`src/rtl/dfai_pkg.sv`:
```
// Constants, types and carriers shared by the drive-flag and analog-input block
`default_nettype none
package dfai_pkg;
   localparam logic [15:0] DFAI_IDX_GAINS   = 16'h3210;
   localparam logic [15:0] DFAI_IDX_FLAGS   = 16'h3212;
   localparam logic [15:0] DFAI_IDX_ANALOG  = 16'h3220;
   localparam logic [15:0] DFAI_IDX_AMODE   = 16'h3221;
   localparam logic [7:0]  DFAI_SUB_COUNT   = 8'h00;
   localparam logic [7:0]  DFAI_SUB_SPARE   = 8'h01;
   localparam logic [7:0]  DFAI_SUB_FIELD   = 8'h02;
   localparam logic [7:0]  DFAI_SUB_KEEP    = 8'h03;
   localparam logic [7:0]  DFAI_SUB_AIN_ONE = 8'h01;
   localparam logic [7:0]  DFAI_SUB_AIN_TWO = 8'h02;
   localparam logic [7:0]  DFAI_FLAG_COUNT_RST   = 8'h03;
   localparam logic [7:0]  DFAI_ANALOG_COUNT_RST = 8'h02;
   localparam logic [7:0]  DFAI_GAIN_COUNT_RST   = 8'h0c;
   localparam logic [31:0] DFAI_AMODE_RST   = 32'h0000_0000;
   localparam logic [7:0]  DFAI_FIELD_RST   = 8'h00;
   localparam logic [7:0]  DFAI_KEEP_RST    = 8'h00;
   localparam logic [7:0]  DFAI_SPARE_RST   = 8'h00;
   localparam logic [15:0] DFAI_READING_RST = 16'h0000;
   localparam logic [31:0] DFAI_GAIN_RST    = 32'h0000_0000;
   localparam int          DFAI_AMODE_ONE_BIT = 0;
   localparam int          DFAI_AMODE_TWO_BIT = 1;
   localparam logic [7:0]  DFAI_FIELD_FW    = 8'h00;
   localparam logic [7:0]  DFAI_FIELD_POS   = 8'h01;
   localparam logic [7:0]  DFAI_FIELD_NEG   = 8'hff;
   localparam logic [7:0]  DFAI_KEEP_ON     = 8'h01;
   // Full scales in mV and uA, counts per full scale
   localparam int          DFAI_VOLT_FS_MV  = 10 * 1000;
   localparam int          DFAI_CURR_FS_UA  = 20 * 1000;
   localparam int          DFAI_FS_COUNTS   = 1024;
   localparam int          DFAI_TUNE_CYC    = 16;

   typedef enum logic [1:0] {DFAI_DIR_FW, DFAI_DIR_POS, DFAI_DIR_NEG} dfai_dir_e;

   typedef struct packed {
      logic        rd;
      logic        wr;
      logic [15:0] index;
      logic [7:0]  subindex;
      logic [31:0] wdata;
   } dfai_req_s;

   typedef struct packed {
      logic        ack;
      logic        err;
      logic [31:0] rdata;
   } dfai_rsp_s;

   typedef struct packed {
      logic [31:0] amode;
      logic [7:0]  field;
      logic [7:0]  keep;
   } dfai_nv_s;
endpackage
`default_nettype wire

```
`src/rtl/dfai_gain_store.sv`:
```
// Loop gain store with preset load for auto tuning
`default_nettype none
module dfai_gain_store #(
   parameter int                NUM_GAINS   = 12,
   parameter logic [12*32-1:0]  PRESET_STEP = '0,
   parameter logic [12*32-1:0]  PRESET_BLDC = '0
) (
   input  wire logic                       clk,
   input  wire logic                       rst_b,
   input  wire logic                       wr_en,
   input  wire logic [7:0]                 wr_sub,
   input  wire logic [31:0]                wr_data,
   input  wire logic                       load_en,
   input  wire logic                       load_bldc,
   output logic      [NUM_GAINS-1:0][31:0] gains
);
   import dfai_pkg::*;

   if (NUM_GAINS != 12) begin : g_bad_gains
      $error("gain store serves exactly 12 entries");
   end

   logic [NUM_GAINS-1:0][31:0] gain_r;
   logic [NUM_GAINS-1:0][31:0] gain_nxt;

   // One entry per gain, subindex n holds entry n-1; preset load wins over a write
   always_comb begin
      gain_nxt = gain_r;
      if (load_en) begin
         gain_nxt = load_bldc ? PRESET_BLDC : PRESET_STEP;
      end else if (wr_en && wr_sub != 8'h00 && wr_sub <= 8'(NUM_GAINS)) begin
         gain_nxt[wr_sub - 8'h01] = wr_data;
      end
   end

   always_ff @(posedge clk or negedge rst_b) begin
      if (!rst_b) begin
         gain_r <= {NUM_GAINS{DFAI_GAIN_RST}};
      end else begin
         gain_r <= gain_nxt;
      end
   end

   assign gains = gain_r;

   gain_hold_a: assert property (@(posedge clk) disable iff (!rst_b)
      !$past(load_en) && !$past(wr_en) |-> $stable(gain_r))
      else $error("gain changed without write or load");
endmodule
`default_nettype wire

```
`src/rtl/dfai_regs.sv`:
```
// Drive flags, analog readings and analog mode objects behind the object port
`default_nettype none
module dfai_regs #(
   parameter int               NUM_GAINS   = 12,
   parameter int               TUNE_CYC    = dfai_pkg::DFAI_TUNE_CYC,
   parameter logic [12*32-1:0] PRESET_STEP = '0,
   parameter logic [12*32-1:0] PRESET_BLDC = '0
) (
   input  wire logic                         clk,
   input  wire logic                         rst_b,
   input  wire dfai_pkg::dfai_req_s          od_req,
   output dfai_pkg::dfai_rsp_s               od_rsp,
   input  wire logic                         nv_load,
   input  wire dfai_pkg::dfai_nv_s           nv_in,
   output dfai_pkg::dfai_nv_s                nv_out,
   input  wire logic                         controller_restart,
   input  wire logic                         tune_start,
   input  wire logic                         motor_is_bldc,
   output logic                              tune_busy,
   output logic                              tune_done,
   output logic                              tune_required,
   output dfai_pkg::dfai_dir_e               field_dir,
   input  wire logic signed [15:0]           adc_one,
   input  wire logic signed [15:0]           adc_two,
   output logic signed [15:0]                reading_one,
   output logic signed [15:0]                reading_two,
   output logic signed [31:0]                scaled_one,
   output logic signed [31:0]                scaled_two,
   output logic                              analog_in_one_current_sel,
   output logic                              analog_in_two_current_sel,
   output logic              [NUM_GAINS-1:0][31:0] gains
);
   import dfai_pkg::*;

   if (TUNE_CYC < 2 || TUNE_CYC > 255) begin : g_bad_tune
      $error("TUNE_CYC out of range");
   end

   typedef enum {DFAI_TUNE_IDLE, DFAI_TUNE_RUN} dfai_tune_e;

   function automatic dfai_dir_e dfai_dir_of(input logic [7:0] v);
      if (v == DFAI_FIELD_POS) return DFAI_DIR_POS;
      if (v == DFAI_FIELD_NEG) return DFAI_DIR_NEG;
      return DFAI_DIR_FW;
   endfunction

   // Scaled units: mV in voltage mode, uA in current mode
   function automatic logic signed [31:0] dfai_scale(input logic signed [15:0] cnt,
                                                     input logic cur);
      logic signed [31:0] fs;
      fs = cur ? 32'(DFAI_CURR_FS_UA) : 32'(DFAI_VOLT_FS_MV);
      return (32'(cnt) * fs) / 32'(DFAI_FS_COUNTS);
   endfunction

   // Object registers and response
   logic [31:0] amode_r, amode_nxt;
   logic [7:0]  field_r, field_nxt;
   logic [7:0]  keep_r, keep_nxt;
   dfai_rsp_s   rsp_r, rsp_nxt;
   logic        gain_wr;

   always_comb begin
      amode_nxt = amode_r;
      field_nxt = field_r;
      keep_nxt  = keep_r;
      gain_wr   = 1'b0;
      rsp_nxt   = '0;
      rsp_nxt.ack = od_req.rd | od_req.wr;
      rsp_nxt.err = od_req.rd | od_req.wr;
      unique case (od_req.index)
         DFAI_IDX_FLAGS: begin
            if (od_req.subindex == DFAI_SUB_COUNT) begin
               rsp_nxt.err   = od_req.wr;
               rsp_nxt.rdata = {24'h0, DFAI_FLAG_COUNT_RST};
            end else if (od_req.subindex == DFAI_SUB_SPARE) begin
               rsp_nxt.err   = 1'b0;
               rsp_nxt.rdata = {24'h0, DFAI_SPARE_RST};
            end else if (od_req.subindex == DFAI_SUB_FIELD) begin
               rsp_nxt.rdata = {{24{field_r[7]}}, field_r};
               if (od_req.wr && dfai_dir_of(od_req.wdata[7:0]) == DFAI_DIR_FW
                   && od_req.wdata[7:0] != DFAI_FIELD_FW) begin
                  rsp_nxt.err = 1'b1;
               end else begin
                  rsp_nxt.err = 1'b0;
                  if (od_req.wr) field_nxt = od_req.wdata[7:0];
               end
            end else if (od_req.subindex == DFAI_SUB_KEEP) begin
               rsp_nxt.err   = 1'b0;
               rsp_nxt.rdata = {{24{keep_r[7]}}, keep_r};
               if (od_req.wr) keep_nxt = od_req.wdata[7:0];
            end
         end
         DFAI_IDX_ANALOG: begin
            rsp_nxt.err = od_req.wr;
            if (od_req.subindex == DFAI_SUB_COUNT) begin
               rsp_nxt.rdata = {24'h0, DFAI_ANALOG_COUNT_RST};
            end else if (od_req.subindex == DFAI_SUB_AIN_ONE) begin
               rsp_nxt.rdata = 32'(reading_one);
            end else if (od_req.subindex == DFAI_SUB_AIN_TWO) begin
               rsp_nxt.rdata = 32'(reading_two);
            end else begin
               rsp_nxt.err = od_req.rd | od_req.wr;
            end
         end
         DFAI_IDX_AMODE: begin
            if (od_req.subindex == DFAI_SUB_COUNT) begin
               rsp_nxt.err   = 1'b0;
               rsp_nxt.rdata = amode_r;
               if (od_req.wr) begin
                  amode_nxt = {30'h0, od_req.wdata[1:0]};
               end
            end
         end
         DFAI_IDX_GAINS: begin
            if (od_req.subindex == DFAI_SUB_COUNT) begin
               rsp_nxt.err   = od_req.wr;
               rsp_nxt.rdata = {24'h0, DFAI_GAIN_COUNT_RST};
            end else if (od_req.subindex <= 8'(NUM_GAINS)) begin
               rsp_nxt.err   = 1'b0;
               rsp_nxt.rdata = gains[od_req.subindex - 8'h01];
               gain_wr       = od_req.wr;
            end
         end
         default: begin
         end
      endcase
      if (nv_load) begin
         amode_nxt = {30'h0, nv_in.amode[1:0]};
         field_nxt = nv_in.field;
         keep_nxt  = nv_in.keep;
      end
   end

   always_ff @(posedge clk or negedge rst_b) begin
      if (!rst_b) begin
         amode_r <= DFAI_AMODE_RST;
         field_r <= DFAI_FIELD_RST;
         keep_r  <= DFAI_KEEP_RST;
         rsp_r   <= '0;
      end else begin
         amode_r <= amode_nxt;
         field_r <= field_nxt;
         keep_r  <= keep_nxt;
         rsp_r   <= rsp_nxt;
      end
   end

   assign od_rsp = rsp_r;
   assign nv_out = '{amode: amode_r, field: field_r, keep: keep_r};
   assign analog_in_one_current_sel = amode_r[DFAI_AMODE_ONE_BIT];
   assign analog_in_two_current_sel = amode_r[DFAI_AMODE_TWO_BIT];

   // Active field direction and tuning-due flag
   dfai_dir_e dir_r, dir_nxt;
   logic      treq_r, treq_nxt;
   logic      done_r, done_nxt;

   always_comb begin
      dir_nxt  = dir_r;
      treq_nxt = treq_r;
      if (done_r) treq_nxt = 1'b0;
      if (controller_restart) begin
         dir_nxt = dfai_dir_of(field_r);
         if (dfai_dir_of(field_r) != dir_r) treq_nxt = 1'b1;
      end
   end

   always_ff @(posedge clk or negedge rst_b) begin
      if (!rst_b) begin
         dir_r  <= DFAI_DIR_FW;
         treq_r <= 1'b0;
      end else begin
         dir_r  <= dir_nxt;
         treq_r <= treq_nxt;
      end
   end

   assign field_dir     = dir_r;
   assign tune_required = treq_r;

   // Auto tuning sequencer
   dfai_tune_e tst_r, tst_nxt;
   logic [7:0] tcnt_r, tcnt_nxt;
   logic       tkeep_r, tkeep_nxt;
   logic       load_r, load_nxt;

   always_comb begin
      tst_nxt   = tst_r;
      tcnt_nxt  = tcnt_r;
      tkeep_nxt = tkeep_r;
      done_nxt  = 1'b0;
      load_nxt  = 1'b0;
      unique case (tst_r)
         DFAI_TUNE_IDLE: begin
            if (tune_start) begin
               tst_nxt   = DFAI_TUNE_RUN;
               tcnt_nxt  = 8'h00;
               tkeep_nxt = (keep_r == DFAI_KEEP_ON);
            end
         end
         DFAI_TUNE_RUN: begin
            tcnt_nxt = tcnt_r + 8'h01;
            if (tcnt_r == 8'(TUNE_CYC - 1)) begin
               tst_nxt  = DFAI_TUNE_IDLE;
               done_nxt = 1'b1;
               load_nxt = !tkeep_r;
            end
         end
      endcase
   end

   always_ff @(posedge clk or negedge rst_b) begin
      if (!rst_b) begin
         tst_r   <= DFAI_TUNE_IDLE;
         tcnt_r  <= 8'h00;
         tkeep_r <= 1'b0;
         done_r  <= 1'b0;
         load_r  <= 1'b0;
      end else begin
         tst_r   <= tst_nxt;
         tcnt_r  <= tcnt_nxt;
         tkeep_r <= tkeep_nxt;
         done_r  <= done_nxt;
         load_r  <= load_nxt;
      end
   end

   assign tune_busy = (tst_r == DFAI_TUNE_RUN);
   assign tune_done = done_r;

   dfai_gain_store #(
      .NUM_GAINS   (NUM_GAINS),
      .PRESET_STEP (PRESET_STEP),
      .PRESET_BLDC (PRESET_BLDC)
   ) u_gains (
      .clk       (clk),
      .rst_b     (rst_b),
      .wr_en     (gain_wr && !load_r),
      .wr_sub    (od_req.subindex),
      .wr_data   (od_req.wdata),
      .load_en   (load_r),
      .load_bldc (motor_is_bldc),
      .gains     (gains)
   );

   // Analog readings and scaled values
   logic signed [15:0] rd_one_r, rd_two_r;
   logic signed [31:0] sc_one_r, sc_two_r, sc_one_nxt, sc_two_nxt;

   always_comb begin
      sc_one_nxt = dfai_scale(rd_one_r, amode_r[DFAI_AMODE_ONE_BIT]);
      sc_two_nxt = dfai_scale(rd_two_r, amode_r[DFAI_AMODE_TWO_BIT]);
   end

   always_ff @(posedge clk or negedge rst_b) begin
      if (!rst_b) begin
         rd_one_r <= DFAI_READING_RST;
         rd_two_r <= DFAI_READING_RST;
         sc_one_r <= '0;
         sc_two_r <= '0;
      end else begin
         rd_one_r <= adc_one;
         rd_two_r <= adc_two;
         sc_one_r <= sc_one_nxt;
         sc_two_r <= sc_two_nxt;
      end
   end

   assign reading_one = rd_one_r;
   assign reading_two = rd_two_r;
   assign scaled_one  = sc_one_r;
   assign scaled_two  = sc_two_r;

   // Preset load shows TUNE_CYC + 1 edges after the start edge
   localparam int TUNE_WAIT = TUNE_CYC;
   localparam int TUNE_LIM  = TUNE_CYC + 1;

   field_map_a: assert property (@(posedge clk) disable iff (!rst_b)
      $past(controller_restart) && $past(field_r) == 8'hff |-> field_dir == DFAI_DIR_NEG)
      else $error("field override -1 did not force negative");
   field_hold_a: assert property (@(posedge clk) disable iff (!rst_b)
      !$past(controller_restart) |-> $stable(field_dir))
      else $error("field direction changed without restart");
   preset_load_a: assert property (@(posedge clk) disable iff (!rst_b)
      tune_start && !tune_busy && keep_r == 8'h00 |-> ##[TUNE_WAIT:TUNE_LIM] load_r)
      else $error("preset not loaded after tuning");
   keep_gains_a: assert property (@(posedge clk) disable iff (!rst_b)
      done_r && tkeep_r |-> !load_r)
      else $error("gains loaded while keep-tuning set");
   reading_track_a: assert property (@(posedge clk) disable iff (!rst_b)
      $past(rst_b) |-> reading_one == $past(adc_one) && reading_two == $past(adc_two))
      else $error("analog reading does not follow input");
   volt_scale_a: assert property (@(posedge clk) disable iff (!rst_b)
      $past(rd_one_r) == 16'sd1024 && !$past(amode_r[0]) |-> scaled_one == 32'sd10000)
      else $error("voltage scale wrong");
   curr_scale_a: assert property (@(posedge clk) disable iff (!rst_b)
      $past(rd_two_r) == 16'sd1024 && $past(amode_r[1]) |-> scaled_two == 32'sd20000)
      else $error("current scale wrong");
   mode_upper_a: assert property (@(posedge clk) disable iff (!rst_b)
      $past(od_req.rd) && $past(od_req.index) == 16'h3221 |-> od_rsp.rdata[31:2] == 30'h0)
      else $error("mode word upper bits not zero");
   mode_write_a: assert property (@(posedge clk) disable iff (!rst_b)
      od_req.wr && od_req.index == 16'h3221 && od_req.subindex == 8'h00 && !nv_load
      |=> analog_in_two_current_sel == $past(od_req.wdata[1]))
      else $error("mode write not applied");

   tune_keep_c: cover property (@(posedge clk) disable iff (!rst_b) done_r && tkeep_r);
   tune_load_c: cover property (@(posedge clk) disable iff (!rst_b) load_r);
   field_neg_c: cover property (@(posedge clk) disable iff (!rst_b) field_dir == DFAI_DIR_NEG);
   curr_mode_c: cover property (@(posedge clk) disable iff (!rst_b) analog_in_one_current_sel);
endmodule
`default_nettype wire
```
`config.mk`:
```
export PLATFORM = sky130hd
export DESIGN_NAME = dfai_regs
export DESIGN_NICKNAME = d
export VERILOG_FILES = /design/src/rtl/dfai_pkg.sv /design/src/rtl/dfai_gain_store.sv /design/src/rtl/dfai_regs.sv
export SDC_FILE = /design/constraint.sdc
export NUM_CORES = 2
export LEC_CHECK = 0
export BUFFER_PORTS_ARGS = -buffer_cell sky130_fd_sc_hd__buf_4
export CORE_MARGIN = 4
export CORE_UTILIZATION = 45
export DETAILED_ROUTE_END_ITERATION = 7
export PLACE_DENSITY_LB_ADDON = 0.05
export RECOVER_POWER = 50
export SYNTH_ARGS = -nofsm -noshare
export SYNTH_HDL_FRONTEND = slang
export SYNTH_HIERARCHICAL = 1
export SYNTH_SLANG_ARGS = --single-unit
```
`constraint.sdc`:
```
create_clock -name clk -period 7.85 [get_ports clk]
set_clock_uncertainty 0.1 [all_clocks]
set_input_delay 0.3925 -clock clk [delete_from_list [all_inputs] [get_ports clk]]
set_output_delay 0.3925 -clock clk [all_outputs]
set_load 0.05 [all_outputs]
```
# After elaboration in Yosys (flattened, before gate mapping)
# Index checks and enable logic that the tools add are counted.
# classes
order_cmp	3
n_reduce_logical	27
muxes	85
add_sub_neg	4
n_mul	2
n_eq_ne	22
bitwise	3
# op_table
operator	count
$mux 384	2
$bwmux 384	1
$mux 32	11
$mux 33	7
$pmux 33 s4	1
$bmux 32 s4	1
$demux 32 s4	1
$mux 8	14
$add 32x1->32	2
$eq 16x14->1 const B	4
$mul 16x16->32	2
$pmux 32 s2	1
$eq 32x1->1 const B	1
$eq 32x2->1 const B	1
$eq 8x1->1 const B	4
$logic_not 32->1	1
$mux 1	30
$mux 15	2
$mux 2	13
$reduce_or 10->1	2
$eq 8x2->1 const B	2
$eq 8x8->1 const B	2
$pmux 8 s2	1
$reduce_bool 8->1	2
other kinds (18)	38
# word_totals
out_inout_bits	569
reg_bits	608
wordCells	175
input_bits	144

# Logic depth before layout (Yosys ltp)
# depth
ltp_word	26
mapped_depth	34
ltp_nobuf	31

# Hierarchy
# The synthesis kept the hierarchy.
# modules_own_cells
module	cells_per_inst	area_each_um2	instances	seq_area_each_um2
dfai_regs	2055	20564.7	1	4078.9
dfai_gain_store	1326	17037.6	1	9609.2

# Worst setup path after synthesis
# Ideal clock, no wire load.
# synth_timing
kind	register -> register
start	register amode_r[1]
end	register sc_two_r[20], in the netlist scaled_two[20]
path_buffers	3
path_slack_ns	0.072
setup_time_ns	0.079
arrival_time_ns	7.599
period_less_slack_ns	7.778
path_stages_with_launch	34
required_ns	7.671
cell_sequence	dfrtp_1 clkbuf_1 nor2b_1 ha_1 inv_1 fa_1 fa_1 inv_1 fa_1 inv_1 fa_1 inv_1 ha_1 ha_1 clkbuf_1 a21oi_1 o21ai_0 a221oi_1 o31ai_1 a21o_1 a311o_1 a21oi_1 xnor2_1 buf_2 a21oi_1 ha_1 ha_1 nand2_1 and4b_1 nand4_1 nor3_1 nand3_1 nor3_4 xor2_1
# synth_between
elab_chain_len	5
# synth_lines
item	line_no	text
from (decl)	dfai_regs.sv:56	logic [31:0] amode_r, amode_nxt;
from (signal assigned)	dfai_regs.sv:141	amode_r <= amode_nxt;
$mux 15 (*)	dfai_regs.sv:51	fs = cur ? 32'(DFAI_CURR_FS_UA) : 32'(DFAI_VOLT_FS_MV);
$mul 16x16->32 (*)	dfai_regs.sv:52	return (32'(cnt) * fs) / 32'(DFAI_FS_COUNTS);
$reduce_or 10->1 (no line)	n/a	
$and 1x1->1 (no line)	n/a	
$add 32x1->32 (no line) (*)	n/a	
via sc_two_nxt[20]	dfai_regs.sv:248	logic signed [31:0] sc_one_r, sc_two_r, sc_one_nxt, sc_two_nxt;
to (signal assigned)	dfai_regs.sv:265	sc_two_r <= sc_two_nxt;
to (decl)	dfai_regs.sv:248	
# Mark *: on every way through the listed nets, which the timed path passes. The rest lies on a longest branch.
# A chain may end at the register's enable or synchronous reset.

# Worst setup path in the final report
# layout_timing
start	register amode_r[1]
end	register sc_two_r[22], in the netlist scaled_two[22]
# The elaborated chain is that of the path after synthesis.

==> impl_metrics.yaml <==
status:
  status: "finished with violations"
  violations: "max-capacitance violations, max-slew violations"
floorplanning:
  rows: 105
  dieHeight_um: 297
  coreArea_um2: 82500
  initial_core_util_pct: 45.6
  die_w_um: 297
  io_pins: 713
  dieArea_um2: 88300
clock_tree:
  cts_root_buf: "clkbuf_16"
  clock_latency_ns: 0.64
  cts_num_sinks: 547
  clock_path_buffers: 3
  numCtsBuffers: 66
  htreeDepth: 3
  cts.clk_slew.worst_paths_ns: 0.06
  tritoncts: "done"
placed_design:
  dp_hpwl_um: 91300
  dpl_cell_area_um2: 43600
  dpl_worst_slack_ns: 0.0917
  gp_congestion: 0.895
  portBuffers: 651
route:
  wirelength_met1_um: 51100
  routedWlPerCell_um: 24.0
  vias: 27400
  wl_um: 125000
  wl_met2_um: 60800
  ant_nets: 0
  drc_errors: 0
  avgViaCountPerCell: 5.27
  detail_route.first_pass.iterations: 5
  met3_length_um: 9110
  detail_route.iter0.violations: 1643
  highest_layer: "met5"
setup_path:
  cpMostUsedCell: "inv_1"
  critPathCaptureType: "flip-flop"
  reg2reg_slack_ns: 0.32
  worstPathRequired_ns: 8.22
  max_stage_delay_ns: 0.49
  r2r_end: "scaled_two[22]$_DFF_PN0_"
  start_kind: "flip-flop"
  crit_path_max_fanout: 16
  rr_worst_depth: 32
  worst-setup-path-type: "flip-flop to flip-flop"
  r2r-start: "amode_r[1]$_DFFE_PN0P_"
  crit_arrival_ns: 7.91
  slowest_stage: "fa_1"
final_layout:
  diodes: 0
  fin_nets: 4660
  syn_to_final_growth_pct: 19.2
  fillers: 7773
  fin_area_um2: 44800
  drive_above_1_share_pct: 12.8
synth:
  seq_area_frac_synth_pct: 36.4
  yosysUniqueCellTypes: 87
  yosysTopAreaCellShare_pct: 36.4
  ys.flop_type: "dfrtp_1"
  ys_ff_latch: 547
  netlist_area_um2: 37600
  yosysWarningCount: 6
  yosysTopAreaCell: "dfrtp_1"
  ys_top_cells_by_area: "dfrtp_1 (36%), fa_1 (11%), mux2i_1 (11%)"
  syn_area_per_cell_um2: 11.1
  synth_edf_count: 0
  async_flop_share_pct: 100
  postSynthCellCount: 3381
sta:
  max_freq_mhz: 133
  period_minus_slack_ns: 7.53
  hold_violations: 0
  fin_crit_sh_pct: 95.9
  fin_ws_ns: 0.318
  slew_headroom_pct: -184
  worst_slew_pin_slew_ns: 4.26
  tns_ns: 0
  drv_slew: 232
  final-setup-viol-count: 0
run:
  maxCapViolCount: 2
grt:
  grt_max_degree: 158
  grt_first_pass_wirelength_um: 187000
  grt_usage_pct: 27.9
  antenna_found_initial: 3
  grt_pass1_vias: 28400
  grt_overflow: 0
worst_hold_path:
  holdCritPathClass: "input port to flip-flop"
  hold_end: "keep_r[2]$_DFFE_PN0P_"
  worstHoldPathCells: 3
  hold_path.startpoint: "od_req[2]"
-- stage by stage --
step	utilization, %	hold slack (ns)	cells
after floorplan	-	-0.00309	3467
after global placement	52.8	0.307	5026
after detailed placement	52.8	0.306	5026
after CTS	56.3	0.0155	5197
after global routing	54.3	0.0597	5204
final	54.3	0.0539	5204
-- final cells by class --
class	count	area [µm²]	area share [%]
inverters	412	1550	3.45
well taps	1070	1340	2.99
flip-flops and latches	547	13700	30.6
clock inverters	21	338	0.754
clock buffers	97	1960	4.37
multi-input cells	2282	21800	48.7
repair buffers	775	4110	9.17
-- registers in the layout (all words and copies together) (netlist names), 2 cells and up --
signal and flops:
u_gains/gains 384, amode_r 2, tcnt_r 8, keep_r 8, field_dir 2, reading_two 16
field_r 8, scaled_one 32, scaled_two 32, od_rsp 34, reading_one 16
-- how the worst max path moves through the flow --
| stage | start | depth (start not counted) | to | slack, ns |
|---|---|---|---|---|
| 3_3_place_gp | amode_r[1]$_DFFE_PN0P_ | 32 | scaled_two[26]$_DFF_PN0_ | 0.21 |
| 5_1_grt | amode_r[1]$_DFFE_PN0P_ | 33 | scaled_two[20]$_DFF_PN0_ | -0.03 |
| 6_report | amode_r[1]$_DFFE_PN0P_ | 32 | scaled_two[22]$_DFF_PN0_ | 0.32 |
| 3_5_place_dp | amode_r[1]$_DFFE_PN0P_ | 30 | scaled_two[22]$_DFF_PN0_ | 0.09 |
| 4_1_cts | amode_r[1]$_DFFE_PN0P_ | 30 | scaled_two[22]$_DFF_PN0_ | 0.08 |
| 2_1_floorplan | amode_r[1]$_DFFE_PN0P_ | 33 | scaled_two[20]$_DFF_PN0_ | 0.07 |
-- logic make-up (layout without fill, tap and decap cells) --
kind of cell	after synthesis	count (layout)	share of synthesized area, %
buffers and inverters	638	1305	7.26
multiplexers	504	504	16.6
AND/OR/NAND/NOR	877	877	14.2
AO/OA/AOI/OAI	305	305	5.19
adder cells (fa/ha/maj)	432	432	18.5
flip-flops	547	547	36.4
other	2	88	0.0200
XOR/XNOR	76	76	1.81
-- cell usage in the layout, fill, tap and decap left out, drive strengths merged, types with 96 or more instances in the layout --
cell      n
inv     413
mux2i   407
nand2b  424
ha      226
clkbuf  637
nand2   139
dfrtp   547
buf     182
mux4     96
fa      206
-- worst max-delay path, delay by kind of cell (launching register included) --
kind | cells | cell delay, ns
adder cells (fa/ha/maj) | 8 | 2.72
buffers and inverters | 7 | 0.66
AND/OR/NAND/NOR | 9 | 1.82
XOR/XNOR | 1 | 0.16
flip-flops | 1 | 0.46
AO/OA/AOI/OAI | 7 | 1.43
-- cell usage after synthesis (41+ instances only) --
| master | n |
|---|---|
| dfrtp_1 | 547 |
| clkbuf_1 | 136 |
| xnor2_1 | 44 |
| nand2_1 | 139 |
| nand2b_1 | 424 |
| inv_1 | 412 |
| ha_1 | 226 |
| o21ai_0 | 73 |
| mux2i_1 | 407 |
| fa_1 | 206 |
| and2_1 | 41 |
| a21oi_1 | 87 |
| buf_4 | 56 |
| nor2_1 | 51 |
| nor2b_1 | 44 |
| mux4_2 | 96 |
-- layer usage --
layer | GRT usage, % | vias to the layer above
met2 | 46.7 | 765
met1 | 35.1 | 13900
met4 | 8.62 | 6
met3 | 7.93 | 168
met5 | 0 | -
li1 | - | 12600
-- repair_timing --
action | 4_1_cts | 5_1_grt
endpoints found under the setup margin | 0 | 29
gates resized for setup | 0 | 47
hold buffers | 53 | 0
buffers inserted | 0 | 6
endpoints found under the hold margin | 125 | 0
Power is not shown: default switching activity piles up to over one toggle a cycle in this logic, so the estimate is an artifact.
